### src/flat_foc_consts.svh
// register offsets, field positions, reset values and timing figures of the flat and offset-compensation bank
`ifndef FLAT_FOC_CONSTS_SVH
`define FLAT_FOC_CONSTS_SVH

`define ADDR_FLAT_THRESHOLD 8'h67
`define ADDR_FLAT_HOLD_HYST 8'h68
`define ADDR_OFFSET_COMP 8'h69

`define THETA_LSB 0
`define THETA_MSB 5
`define HYST_LSB 0
`define HYST_MSB 2
`define HOLD_LSB 4
`define HOLD_MSB 5
`define FOC_Z_LSB 0
`define FOC_Y_LSB 2
`define FOC_X_LSB 4
`define FOC_GYRO_BIT 6

`define RST_THETA 6'h08
`define RST_HOLD 2'h1
`define RST_HYST 3'h1
`define RST_OFFSET_COMP 8'h00

`define FLAT_HOLD_UNIT_MS 640
`define CLK_FREQ_KHZ 100000

`endif

### src/flat_foc_pkg.sv
// types shared by the flat and offset-compensation bank
package flat_foc_pkg;

  typedef enum logic [1:0] {
    COMP_OFF = 2'b00,
    COMP_PLUS_1G = 2'b01,
    COMP_MINUS_1G = 2'b10,
    COMP_ZERO_G = 2'b11
  } comp_target_t;

  typedef enum logic {
    ST_STABLE = 1'b0,
    ST_TIMING = 1'b1
  } hold_state_t;

endpackage

### src/flat_hold_if.sv
// carrier between the register bank and the flat hold timer
interface flat_hold_if;
  logic [1:0] hold_code;
  logic flat_cond;
  logic flat_out;

  modport timer (input hold_code, input flat_cond, output flat_out);
  modport ctrl (output hold_code, output flat_cond, input flat_out);
endinterface

### src/flat_hold_timer.sv
// flat hold timer: releases the flat state only once it has been stable for the hold time
`include "flat_foc_consts.svh"

module flat_hold_timer
  import flat_foc_pkg::*;
#(
  parameter int unsigned HOLD_UNIT_CYCLES = `FLAT_HOLD_UNIT_MS * `CLK_FREQ_KHZ
) (
  // clock and reset
  input wire logic ref_clk,
  input wire logic rst,
  // bank side
  flat_hold_if.timer hif
);

  hold_state_t state;
  logic last_cond;
  logic [31:0] count;
  logic [31:0] limit;

  // code 0 means no hold, others are 1, 2, 4 units
  function automatic logic [31:0] hold_limit(input logic [1:0] code);
    case (code)
      2'h0: hold_limit = 32'h0;
      2'h1: hold_limit = HOLD_UNIT_CYCLES;
      2'h2: hold_limit = 32'(HOLD_UNIT_CYCLES * 2);
      default: hold_limit = 32'(HOLD_UNIT_CYCLES * 4);
    endcase
  endfunction

  assign limit = hold_limit(hif.hold_code);

  always_ff @(posedge ref_clk or posedge rst) begin
    if (rst) begin
      last_cond <= 1'b0;
    end else begin
      last_cond <= hif.flat_cond;
    end
  end

  // any change of the condition restarts the wait
  always_ff @(posedge ref_clk or posedge rst) begin
    if (rst) begin
      state <= ST_STABLE;
      count <= 32'h0;
    end else if (hif.flat_cond != last_cond) begin
      state <= ST_TIMING;
      count <= 32'h0;
    end else begin
      case (state)
        ST_TIMING: begin
          if (count >= limit) begin
            state <= ST_STABLE;
          end else begin
            count <= count + 32'h1;
          end
        end
        ST_STABLE: begin
          count <= 32'h0;
        end
        default: begin
          state <= ST_STABLE;
        end
      endcase
    end
  end

  // shortening the hold code mid-wait takes effect at once
  always_ff @(posedge ref_clk or posedge rst) begin
    if (rst) begin
      hif.flat_out <= 1'b0;
    end else if (state == ST_TIMING && hif.flat_cond == last_cond && count >= limit) begin
      hif.flat_out <= last_cond;
    end
  end

endmodule

### src/flat_and_offset_comp_config.sv
// flat interrupt and fast offset compensation configuration bank
//
// Function
// - A six-bit flat threshold angle, 0 to about 44.8 degrees, sits in the low bits of byte 0x67.
// - The flat interrupt follows the flat condition only after it stayed unchanged for 0/640/1280/2560 ms.
// - A low-order hysteresis field in byte 0x68 is kept and handed to flat interrupt generation.
// - Byte 0x68 carries the hold time and hysteresis fields, its upper bits being reserved.
// - One enable bit turns on fast offset compensation for all three gyroscope axes.
// - Each accelerometer axis decodes a two-bit target: off, +1 g, -1 g or 0 g.
// - The offset compensation byte holds gyro and accel settings in bits 6:0, bit 7 always reads zero, resets to zero.
`include "flat_foc_consts.svh"

module flat_and_offset_comp_config
  import flat_foc_pkg::*;
#(
  parameter int unsigned HOLD_UNIT_CYCLES = `FLAT_HOLD_UNIT_MS * `CLK_FREQ_KHZ
) (
  // clock and reset
  input wire logic ref_clk,
  input wire logic rst,
  // serial register port, already deserialised
  input wire logic [7:0] reg_addr,
  input wire logic [7:0] reg_wdata,
  input wire logic reg_wr,
  input wire logic reg_rd,
  output logic [7:0] reg_rdata,
  output logic reg_rvalid,
  // flat detection
  input wire logic flat_cond,
  output logic [5:0] flat_threshold,
  output logic [2:0] level_hysteresis,
  output logic flat_int,
  // offset compensation engine, index 2 x, 1 y, 0 z
  output logic foc_gyro_en,
  output comp_target_t [2:0] foc_acc_target
);

  logic [1:0] flat_hold;
  logic [7:0] offset_comp_config;
  logic [7:0] next_rdata;
  flat_hold_if hif();

  function automatic logic hits(input logic [7:0] addr, input logic [7:0] target);
    hits = (addr == target);
  endfunction

  function automatic comp_target_t decode_target(input logic [1:0] code);
    case (code)
      2'b01: decode_target = COMP_PLUS_1G;
      2'b10: decode_target = COMP_MINUS_1G;
      2'b11: decode_target = COMP_ZERO_G;
      default: decode_target = COMP_OFF;
    endcase
  endfunction

  // only the defined fields are stored, so reserved bits cannot leak into behaviour
  always_ff @(posedge ref_clk or posedge rst) begin
    if (rst) begin
      flat_threshold <= `RST_THETA;
    end else if (reg_wr && hits(reg_addr, `ADDR_FLAT_THRESHOLD)) begin
      flat_threshold <= reg_wdata[`THETA_MSB:`THETA_LSB];
    end
  end

  always_ff @(posedge ref_clk or posedge rst) begin
    if (rst) begin
      flat_hold <= `RST_HOLD;
      level_hysteresis <= `RST_HYST;
    end else if (reg_wr && hits(reg_addr, `ADDR_FLAT_HOLD_HYST)) begin
      flat_hold <= reg_wdata[`HOLD_MSB:`HOLD_LSB];
      level_hysteresis <= reg_wdata[`HYST_MSB:`HYST_LSB];
    end
  end

  // bit 7 is reserved; the other seven are stored as they come
  always_ff @(posedge ref_clk or posedge rst) begin
    if (rst) begin
      offset_comp_config <= `RST_OFFSET_COMP;
    end else if (reg_wr && hits(reg_addr, `ADDR_OFFSET_COMP)) begin
      offset_comp_config <= {1'b0, reg_wdata[6:0]};
    end
  end

  // decoded outputs lag the stored byte by one cycle so they leave from flops
  always_ff @(posedge ref_clk or posedge rst) begin
    if (rst) begin
      foc_gyro_en <= 1'b0;
    end else begin
      foc_gyro_en <= offset_comp_config[`FOC_GYRO_BIT];
    end
  end

  generate
    for (genvar a = 0; a < 3; a++) begin : g_axis
      always_ff @(posedge ref_clk or posedge rst) begin
        if (rst) begin
          foc_acc_target[a] <= COMP_OFF;
        end else begin
          foc_acc_target[a] <= decode_target(offset_comp_config[2*a +: 2]);
        end
      end
    end
  endgenerate

  // unmapped addresses read as zero
  always_comb begin
    next_rdata = 8'h00;
    if (hits(reg_addr, `ADDR_FLAT_THRESHOLD)) begin
      next_rdata = {2'h0, flat_threshold};
    end else if (hits(reg_addr, `ADDR_FLAT_HOLD_HYST)) begin
      next_rdata = {2'h0, flat_hold, 1'b0, level_hysteresis};
    end else if (hits(reg_addr, `ADDR_OFFSET_COMP)) begin
      next_rdata = offset_comp_config;
    end
  end

  always_ff @(posedge ref_clk or posedge rst) begin
    if (rst) begin
      reg_rdata <= 8'h00;
      reg_rvalid <= 1'b0;
    end else begin
      reg_rvalid <= reg_rd;
      if (reg_rd) begin
        reg_rdata <= next_rdata;
      end
    end
  end

  assign hif.hold_code = flat_hold;
  assign hif.flat_cond = flat_cond;
  assign flat_int = hif.flat_out;

  flat_hold_timer #(
    .HOLD_UNIT_CYCLES(HOLD_UNIT_CYCLES)
  ) u_hold (
    .ref_clk(ref_clk),
    .rst(rst),
    .hif(hif.timer)
  );

endmodule

### config.mk
export PLATFORM = sky130hd
export DESIGN_NAME = flat_and_offset_comp_config
export DESIGN_NICKNAME = d
export VERILOG_FILES = /design/src/flat_foc_pkg.sv /design/src/flat_hold_if.sv /design/src/flat_hold_timer.sv /design/src/flat_and_offset_comp_config.sv
export VERILOG_INCLUDE_DIRS = /design/src
export SDC_FILE = /design/constraint.sdc
export NUM_CORES = 1
export LEC_CHECK = 0
export BUFFER_PORTS_ARGS = -buffer_cell sky130_fd_sc_hd__buf_4
export CORE_UTILIZATION = 52
export CTS_BUF_LIST = sky130_fd_sc_hd__clkbuf_16
export CTS_CLUSTER_DIAMETER = 40
export CTS_CLUSTER_SIZE = 16
export DETAILED_ROUTE_END_ITERATION = 12
export PLACE_DENSITY = 0.87
export SYNTH_ARGS = -nofsm -noshare
export SYNTH_HDL_FRONTEND = slang
export SYNTH_SLANG_ARGS = --single-unit
### constraint.sdc
create_clock -name ref_clk -period 2.9 [get_ports ref_clk]
set_input_delay 0.29 -clock ref_clk [delete_from_list [all_inputs] [get_ports ref_clk]]
set_output_delay 0.29 -clock ref_clk [all_outputs]
set_load 0.005 [all_outputs]
; ---- Word level (Yosys, flattened, before mapping)
; Index checks and enable logic that the tools add are counted.
[totals]
ff_bits = 69
in_bits = 21
out_inout_bits = 26
word_cells = 53
[classes]
add_sub_neg = 1
magnitude_cmp = 1
eq_ne = 17
muxes = 13
bitwise = 1
n_reduce_logical = 6
[op_table]
columns = op, count
row1 = case mux 28 bit (3 select lines), 1
row2 = two-way mux 32 bit, 2
row3 = case mux 32 bit (2 select lines), 1
row4 = "adder 32 x 1 -> 32 bit, second input constant", 1
row5 = greater-or-equal comparator 32 x 28 -> 1 bit, 1
row6 = "equality test 8 x 7 -> 1 bit, second input constant", 3
row7 = two-way mux 7 bit, 3
row8 = case mux 2 bit (3 select lines), 3
row9 = "equality test 2 bit, second input constant", 7
row10 = "equality test 2 x 1 -> 1 bit, second input constant", 4
row11 = logical AND 1 bit, 5
row12 = two-way mux 1 bit, 3
row13 = "!= test 3 bit, second input constant", 1
row14 = logical NOT 2 bit, 1
row15 = equality test 1 bit, 1
row16 = != test 1 bit, 1
row17 = NOT 1 bit, 1

; ---- Logic depth before layout (Yosys ltp)
; Gate-level depths: netlist of the first run.
[logic_depth]
depth_word = 6
depth_mapped = 11
depth_no_buf = 10

; ---- Hierarchy
; From an unflattened synthesis of the first run, not the netlist that was laid out.
[unflattened]
cells_unflattened = 350
area_unflattened_um2 = 3623.5
[modules_own_cells]
columns = module, instances, cells_each, area_each_um2, seq_area_each_um2
row1 = flat_hold_timer, 1, 245, 2222.1, 875.8
row2 = flat_and_offset_comp_config, 1, 105, 1401.3, 829.5

; ---- Worst setup path before layout of the first run
; Ideal clock, no wire load.
[synth_timing]
kind = reg2reg
from = register flat_hold[0]
to = register u_hold.hif.flat_out
setup_time_ns = 0.128
t_arrival_ns = 2.723
required_time_ns = 2.772
slack_ns = 0.050
path_stages_with_launch = 11
path_buffers = 0
period_less_slack_ns = 2.850
cell_sequence = dfstp_2 > inv_1 > ha_1 > inv_1 > ha_1 > nand4_1 > or4_4 > a311oi_4 > nor3_4 > nor2_1 > mux2_1
[synth_via]
elab_chain_len = 4
elab_cells_between_ends = 6
cone_classes = order compare: 1 / eq/ne: 2 / mux: 1 / reduce/logical: 2
[synth_lines]
columns = item, line
row1 = "start, declared", flat_and_offset_comp_config.sv:38  ; logic [1:0] flat_hold;
row2 = "start signal, assigned", flat_and_offset_comp_config.sv:67  ; flat_hold <= `RST_HOLD;
row3 = "start signal, assigned", flat_and_offset_comp_config.sv:70  ; flat_hold <= reg_wdata[`HOLD_MSB:`HOLD_LSB];
row4 = "equality test 2 bit, or another cell as far along", flat_hold_timer.sv:23  ; case (code)
row5 = case mux 28 bit (3 select lines) (*), flat_hold_timer.sv:23
row6 = greater-or-equal comparator 32 x 28 -> 1 bit (*), flat_hold_timer.sv:72  ; end else if (state == ST_TIMING && hif.flat_cond == last_cond && count >= limit) begin
row7 = logical AND 1 bit (*), flat_hold_timer.sv:72
row8 = "end signal, assigned", flat_hold_timer.sv:73  ; hif.flat_out <= last_cond;
row9 = "end, declared", flat_hold_if.sv:7  ; modport timer (input hold_code, input flat_cond, output flat_out);
; Mark *: on every way between the ends. The rest lies on a longest branch, timed or not.
; A chain may end at the register's enable or synchronous reset.

; ---- Worst setup path after layout of the first run
[layout_timing]
from = register flat_hold[0]
to = register u_hold.count[25]
[layout_via]
elab_chain_len = 4
elab_cells_between_ends = 6
cone_classes = order compare: 1 / eq/ne: 3 / mux: 1 / reduce/logical: 1
[layout_lines]
columns = item, line
row1 = "equality test 2 bit, or another cell as far along", flat_hold_timer.sv:23
row2 = case mux 28 bit (3 select lines) (*), flat_hold_timer.sv:23
row3 = greater-or-equal comparator 32 x 28 -> 1 bit (*), flat_hold_timer.sv:52  ; if (count >= limit) begin
row4 = != test 3 bit (no source line) (*), -
row5 = "end signal, assigned", flat_hold_timer.sv:55  ; count <= count + 32'h1;
row6 = "end, declared", flat_hold_timer.sv:18  ; logic [31:0] count;
; Marks and branches as above.

==> impl_metrics.yaml, run 1 <==
setup_path:
  crit_required_ps: 3160
  crit_slowest_cell: "dfstp_2"
  crit_top_cell: "a21oi_2"
  cp.arrival_ps: 3210
  crit_path_max_incr_delay_ps: 560
  criticalPathCategory: "flip-flop to flip-flop"
  crit_path_start_kind: "flip-flop"
  cp_top_family: "simple AND/OR/NAND/NOR gates"
  path_cells: "buf_6 > ha_4 > inv_1 > ha_1 > a21oi_2 > o211ai_4 > nor3_4 > nand4b_4 > or3_4 > a21oi_2"
  critPathCaptureType: "flip-flop"
  cp_max_fo: 8
  path_buf_inv: 2
place:
  dp_hpwl_um: 5980
  place_ws_ps: -114
  gp_congestion: 0.815
  port_buffers: 44
  dp.cells: 469
routing:
  top_layer: "met4"
  wl_met3_um: 530
  wl_met2_um: 5160
  wl_met1_um: 3680
  drtPass1Iterations: 5
  vias_per_cell: 6.22
  drcViolationCount: 0
  routedWlPerCell_um: 19.5
  vias: 3075
  ant_nets: 0
  wirelength_um: 9650
  drt-initial-drc-count: 197
sta:
  max_freq_mhz: 338
  tightest_slew_ps: 548
  slew_headroom_pct: 63.4
  fin_crit_sh_pct: 102
  period_minus_slack_ps: 2960
  setup_ws_ps: -55.7
  fin_skew_ps: 8.45
  finalSetupViolCount: 4
  finalHoldViolCount: 0
  rsz0062_at_grt: "yes"
  slew_violations: 0
  hold_slack_ps: 83.0
power_and_ir_drop:
  power.density_nw_per_um2: 541
  pwr-share-comb_pct: 16.6
  p_sw_uw: 700
  ir_drop_mv: 0.338
  p_seq_share_pct: 40.0
  leakage_uw: 0.00209
  clkPwrFrac_pct: 43.4
  p_int_uw: 1840
  total_power_uw: 2540
  switching_share_pct: 27.5
synthesis:
  syn_area_per_cell_um2: 10.5
  synthArstFlopShare_pct: 100
  ys_seq_area_share_pct: 46.9
  yosys-top-cells-area: "dfrtp_1, ha_1, mux2_2"
  synth_edf_count: 0
  synth.top_cell.area_share_pct: 44.7
  syn-instance-count: 346
  yosysWarnings: 0
  synth.most_common_cell: "dfrtp_1"
  ys_types: 59
  synthTopCellsByCount: "dfrtp_1, nand2_1, nor2_1"
  synth_nets: 386
  ys_seq_elements: 68
  synthFlopType: "dfrtp_1"
  synth.largest_area_cell: "dfrtp_1"
  syn_area_um2: 3640
grt:
  grt_pass1_vias: 3049
  antenna_found_initial: 0
  grt_pass1_wl_um: 14500
  grt_start_max_net_pins: 30
  track_usage_pct: 25.5
  grt_overflow: 0
outcome:
  status: "finished, violations left"
  failed_checks: "negative setup slack"
final_layout:
  layout.cells.non_filler: 494
  antenna_cells: 0
  seqCellArea_um2: 1710
  drive_gt1_share_pct: 35.3
  multiInputGateArea_um2: 2030
  fill_cells: 470
  nets: 449
  synthToLayoutAreaGrowth_pct: 29.2
floorplan:
  die_w_um: 85.6
  io_pins: 47
  rows: 30
  die_height_um: 85.6
  core_um2: 6760
  start_util_pct: 53.8
  die-area_um2: 7330
clock_tree:
  htreeDepth: 3
  clk_latency_ps: 340
  cts_sinks: 68
  cts.clk_slew.worst_paths_ps: 60
  clk_path_buf_depth: 2
  cts_buffers: 9
  root_buffer: "clkbuf_16"
  cts_tree: "done"
job:
  maxCapViolCount: 0
hold_path:
  hp-class: "input pin to flip-flop"
## per-stage QoR
stage | utilization [%] | TNS [ps] | instance area (µm²)
after floorplan | - | 0 | 3640
after CTS | 65.7 | 0 | 4440
after detailed placement | 60.6 | -454 | 4100
after global routing | 69.6 | -1420 | 4700
final | 69.6 | -163 | 4700
after global placement | 60.6 | -21.2 | 4100
## routing by layer
| layer | vias to the layer above | track usage [%] |
|---|---|---|
| met5 | - | 0 |
| met4 | 0 | 13.0 |
| met3 | 31 | 5.87 |
| met2 | 128 | 43.0 |
| met1 | 1533 | 30.8 |
| li1 | 1383 | - |
## worst paths after layout
check                      cells after the start                 to                   from  slack [ps]
setup / recovery                              10   u_hold.count[25]           flat_hold[0]         -60
hold / removal                                 1   u_hold.last_cond              flat_cond          80
setup reg to reg                              10   u_hold.count[25]           flat_hold[0]         -60
hold reg to reg                                0  foc_acc_target[1]  offset_comp_config[1]         390
max in group asynchronous                      4       flat_hold[0]                    rst        1610
min in group asynchronous                      3    u_hold.count[5]                    rst         520
## layout by cell type, fill, tap and decap left out, types with 4 or more instances in the layout
master     instances
clkbuf_16          9
dfrtp_1           65
ha_4              10
buf_4             61
inv_1             10
nand2_1           39
o21a_1             7
nand3_1           13
nor2_1            22
or3_1             10
and3_1             7
nand4_1           10
nor3_2             4
mux2_2            18
a21oi_1           19
inv_2              4
a41oi_1            6
ha_1               9
o21ai_1            8
## power groups by stage
| stage | Clock [µW] | Combinational (µW) | Sequential [µW] |
|---|---|---|---|
| 2_1_floorplan | 0 | 226 | 1030 |
| 3_3_place_gp | 0 | 327 | 1030 |
| 3_5_place_dp | 0 | 339 | 1030 |
| 4_1_cts | 1120 | 359 | 1010 |
| 5_1_grt | 1150 | 454 | 1020 |
| 6_report | 1100 | 423 | 1020 |
## kinds of logic (layout without fill, tap and decap cells)
kind of cell / Yosys count / in the layout / share of synthesized area (%)
AND/OR/NAND/NOR: 138 / 140 / 22.3
flip-flops: 68 / 68 / 46.9
AO/OA/AOI/OAI: 64 / 64 / 12.9
buffers and inverters: 30 / 96 / 3.61
multiplexers: 20 / 20 / 6.16
adder cells (fa/ha/maj): 19 / 19 / 6.54
XOR/XNOR: 6 / 6 / 1.45
other: 1 / 1 / 0.103
## state kept, by name, indices dropped and copies added (netlist names)
name and count:
u_hold.count 32, offset_comp_config 7, reg_rdata 7, flat_threshold 6, foc_acc_target 6, level_hysteresis 3, flat_hold 2, foc_gyro_en 1
reg_rvalid 1, u_hold.hif.flat_out 1, u_hold.last_cond 1, u_hold.state 1
## repair_timing
item / in CTS / in global routing
endpoints found under the hold margin: 19 / 0
pin swaps: 7 / 24
buffers inserted: 1 / 5
cloned: 1 / 1
resized for setup: 1 / 36
setup endpoints to repair: 21 / 33
hold buffers: 1 / 0
## final cells by class
cell class | instances | share of cell area, %
Clock buffer | 9 | 4.79
Clock inverter | 7 | 1.60
Inverter | 15 | 1.25
Multi-Input combinational cell | 250 | 43.3
Sequential cell | 68 | 36.3
Tap cell | 80 | 2.13
Timing Repair Buffer | 65 | 10.7
(Power assumes the default switching activity.)
==> inputs of run 2 (changes only) <==
- RECOVER_POWER: default -> 50
==> run 2 against run 1 <==
Compared with the run above: critical endpoint unchanged; sequential power about the same; largest power group unchanged; count of clock-buffer cells in the layout unchanged; final area decreased by 0.48%; the run still ends with negative setup slack left; total power fell by 0.25%.
==> impl_metrics.yaml, run 2 (synthesis gave the netlist of run 1 again) <==
place:
  gp_congestion: 0.815
  dp_hpwl_um: 5980
  place_ws_ps: -114
  post_dp_cell_area_um2: 4100
  port_buffers: 44
clock_tree:
  clk_latency_ps: 340
  htreeDepth: 3
  root_buffer: "clkbuf_16"
  cts_sinks: 68
  cts.clk_slew.worst_paths_ps: 60
  cts_buffers: 9
  clk_path_buf_depth: 2
  cts_tree: "done"
sta:
  slew_violations: 0
  tightest_slew_ps: 1100
  rsz0062_at_grt: "yes"
  setup_ws_ps: -74.3
  period_minus_slack_ps: 2970
  fin_crit_sh_pct: 103
  finalSetupViolCount: 7
  max_freq_mhz: 336
  slew_headroom_pct: 26.7
  finalHoldViolCount: 0
  fin_skew_ps: 7.81
grt:
  grt_overflow: 0
  met3_usage_pct: 5.87
  use_met1_pct: 30.8
  grt_start_max_net_pins: 30
  track_usage_pct: 25.5
  met2_usage_pct: 43.0
  antenna_found_initial: 0
  grt_pass1_vias: 3049
  grt_pass1_wl_um: 14500
  busiest_layer: "met2"
power_and_ir_drop:
  leakage_uw: 0.00206
  power.density_nw_per_um2: 542
  ir_drop_mv: 0.337
final_layout:
  drive_gt1_share_pct: 33.6
  largest_reg_flops: 32
  antenna_cells: 0
  reg_top3: "u_hold.count x32, offset_comp_config x7, reg_rdata x7"
  final_cell_mix: "dfrtp_1, nand2_1, buf_4"
  top_register: "u_hold.count"
  synthToLayoutAreaGrowth_pct: 28.6
  nets: 449
  layout_commonest_cell: "dfrtp_1"
  final_area_um2: 4680
setup_path:
  criticalPathCategory: "flip-flop to flip-flop"
  cp_top_family: "simple AND/OR/NAND/NOR gates"
  rr_startpoint: "flat_hold[0]"
  reg2reg_depth: 10
  crit_path_start_kind: "flip-flop"
  crit_required_ps: 3150
  cp.depth: 10
  crit_top_cell: "a21oi_2"
  r2r_slack_ps: -70
  cp_max_fo: 8
  crit_path_max_incr_delay_ps: 560
  path_buf_inv: 2
  path_cells: "buf_6 > ha_4 > inv_1 > ha_1 > a21oi_2 > o211ai_4 > nor3_4 > nand4b_4 > or3_4 > a21oi_2"
  critPathLaunch: "flat_hold[0]"
  critPathCaptureType: "flip-flop"
  cp.arrival_ps: 3230
  worstSetupEndpoint: "u_hold.count[25]"
  crit_slowest_cell: "dfstp_2"
  r2r_end: "u_hold.count[25]"
routing:
  ant_nets: 0
  wirelength_um: 9670
  vias: 3096
  routedWlPerCell_um: 19.6
  drtPass1Iterations: 5
  drt-initial-drc-count: 212
  vias_per_cell: 6.27
  drcViolationCount: 0
outcome:
  status: "finished, violations left"
  failed_checks: "negative setup slack"
floorplan:
  rows: 30
  die_w_um: 85.6
  die_height_um: 85.6
  start_util_pct: 53.8
  io_pins: 47
  die-area_um2: 7330
  core_um2: 6760
hold_path:
  hp-class: "input pin to flip-flop"
job:
  maxCapViolCount: 0
[run 2: per-layer routing]
metal	part of all wire [%]	wire length [µm]
met1	38	3720
met2	53	5130
met3	5.8	557
met4	2.7	263
met5	0	0
[run 2: area by class of cell]
type	count	area, µm²
fillers	476	2080
multi-input cells	250	2030
flip-flops and latches	68	1710
repair buffers	65	479
clock buffers	9	225
well taps	80	100
clock inverters	7	75.1
inverters	15	58.8
[run 2: stage by stage]
step	total power [µW]	util [%]	std cells	hold slack (ps)	setup TNS (ps)
6_report	2530	69.2	494	117	-219
5_1_grt	2620	69.2	494	115	-1420
4_1_cts	2490	65.7	488	70.4	0
3_5_place_dp	1370	60.6	469	326	-454
3_3_place_gp	1360	60.6	469	315	-21.2
2_1_floorplan	1250	-	346	321	0
[run 2: timing repair]
item,CTS,global route
endpoints found under the setup margin,21,33
pin swaps,7,24
setup buffers,1,5
gates resized for setup,1,36
endpoints found under the hold margin,19,0
cloned,1,1
hold buffers,1,0
[run 2: report_power, final]
group | internal (µW) | total [µW] | switching (µW)
combinational | 179 | 419 | 240
clock | 669 | 1100 | 432
sequential | 988 | 1010 | 26.3
[run 2: how the worst min path moves through the flow]
stage | slack [ps] | cells past startpoint | start | to
global route | 120 | 1 | flat_cond | u_hold.last_cond
finish | 120 | 1 | flat_cond | u_hold.last_cond
global placement | 310 | 2 | rst | offset_comp_config[6]
floorplan | 320 | 0 | reg_rd | reg_rvalid
detailed placement | 330 | 2 | rst | offset_comp_config[6]
CTS | 70 | 1 | flat_cond | u_hold.last_cond
[run 2: worst reg2reg max path, delay by kind of cell (launching register included)]
| kind | cells | cell delay [ps] |
|---|---|---|
| AND/OR/NAND/NOR | 3 | 960 |
| AO/OA/AOI/OAI | 3 | 610 |
| flip-flops | 1 | 560 |
| adder cells (fa/ha/maj) | 2 | 520 |
| buffers and inverters | 2 | 240 |
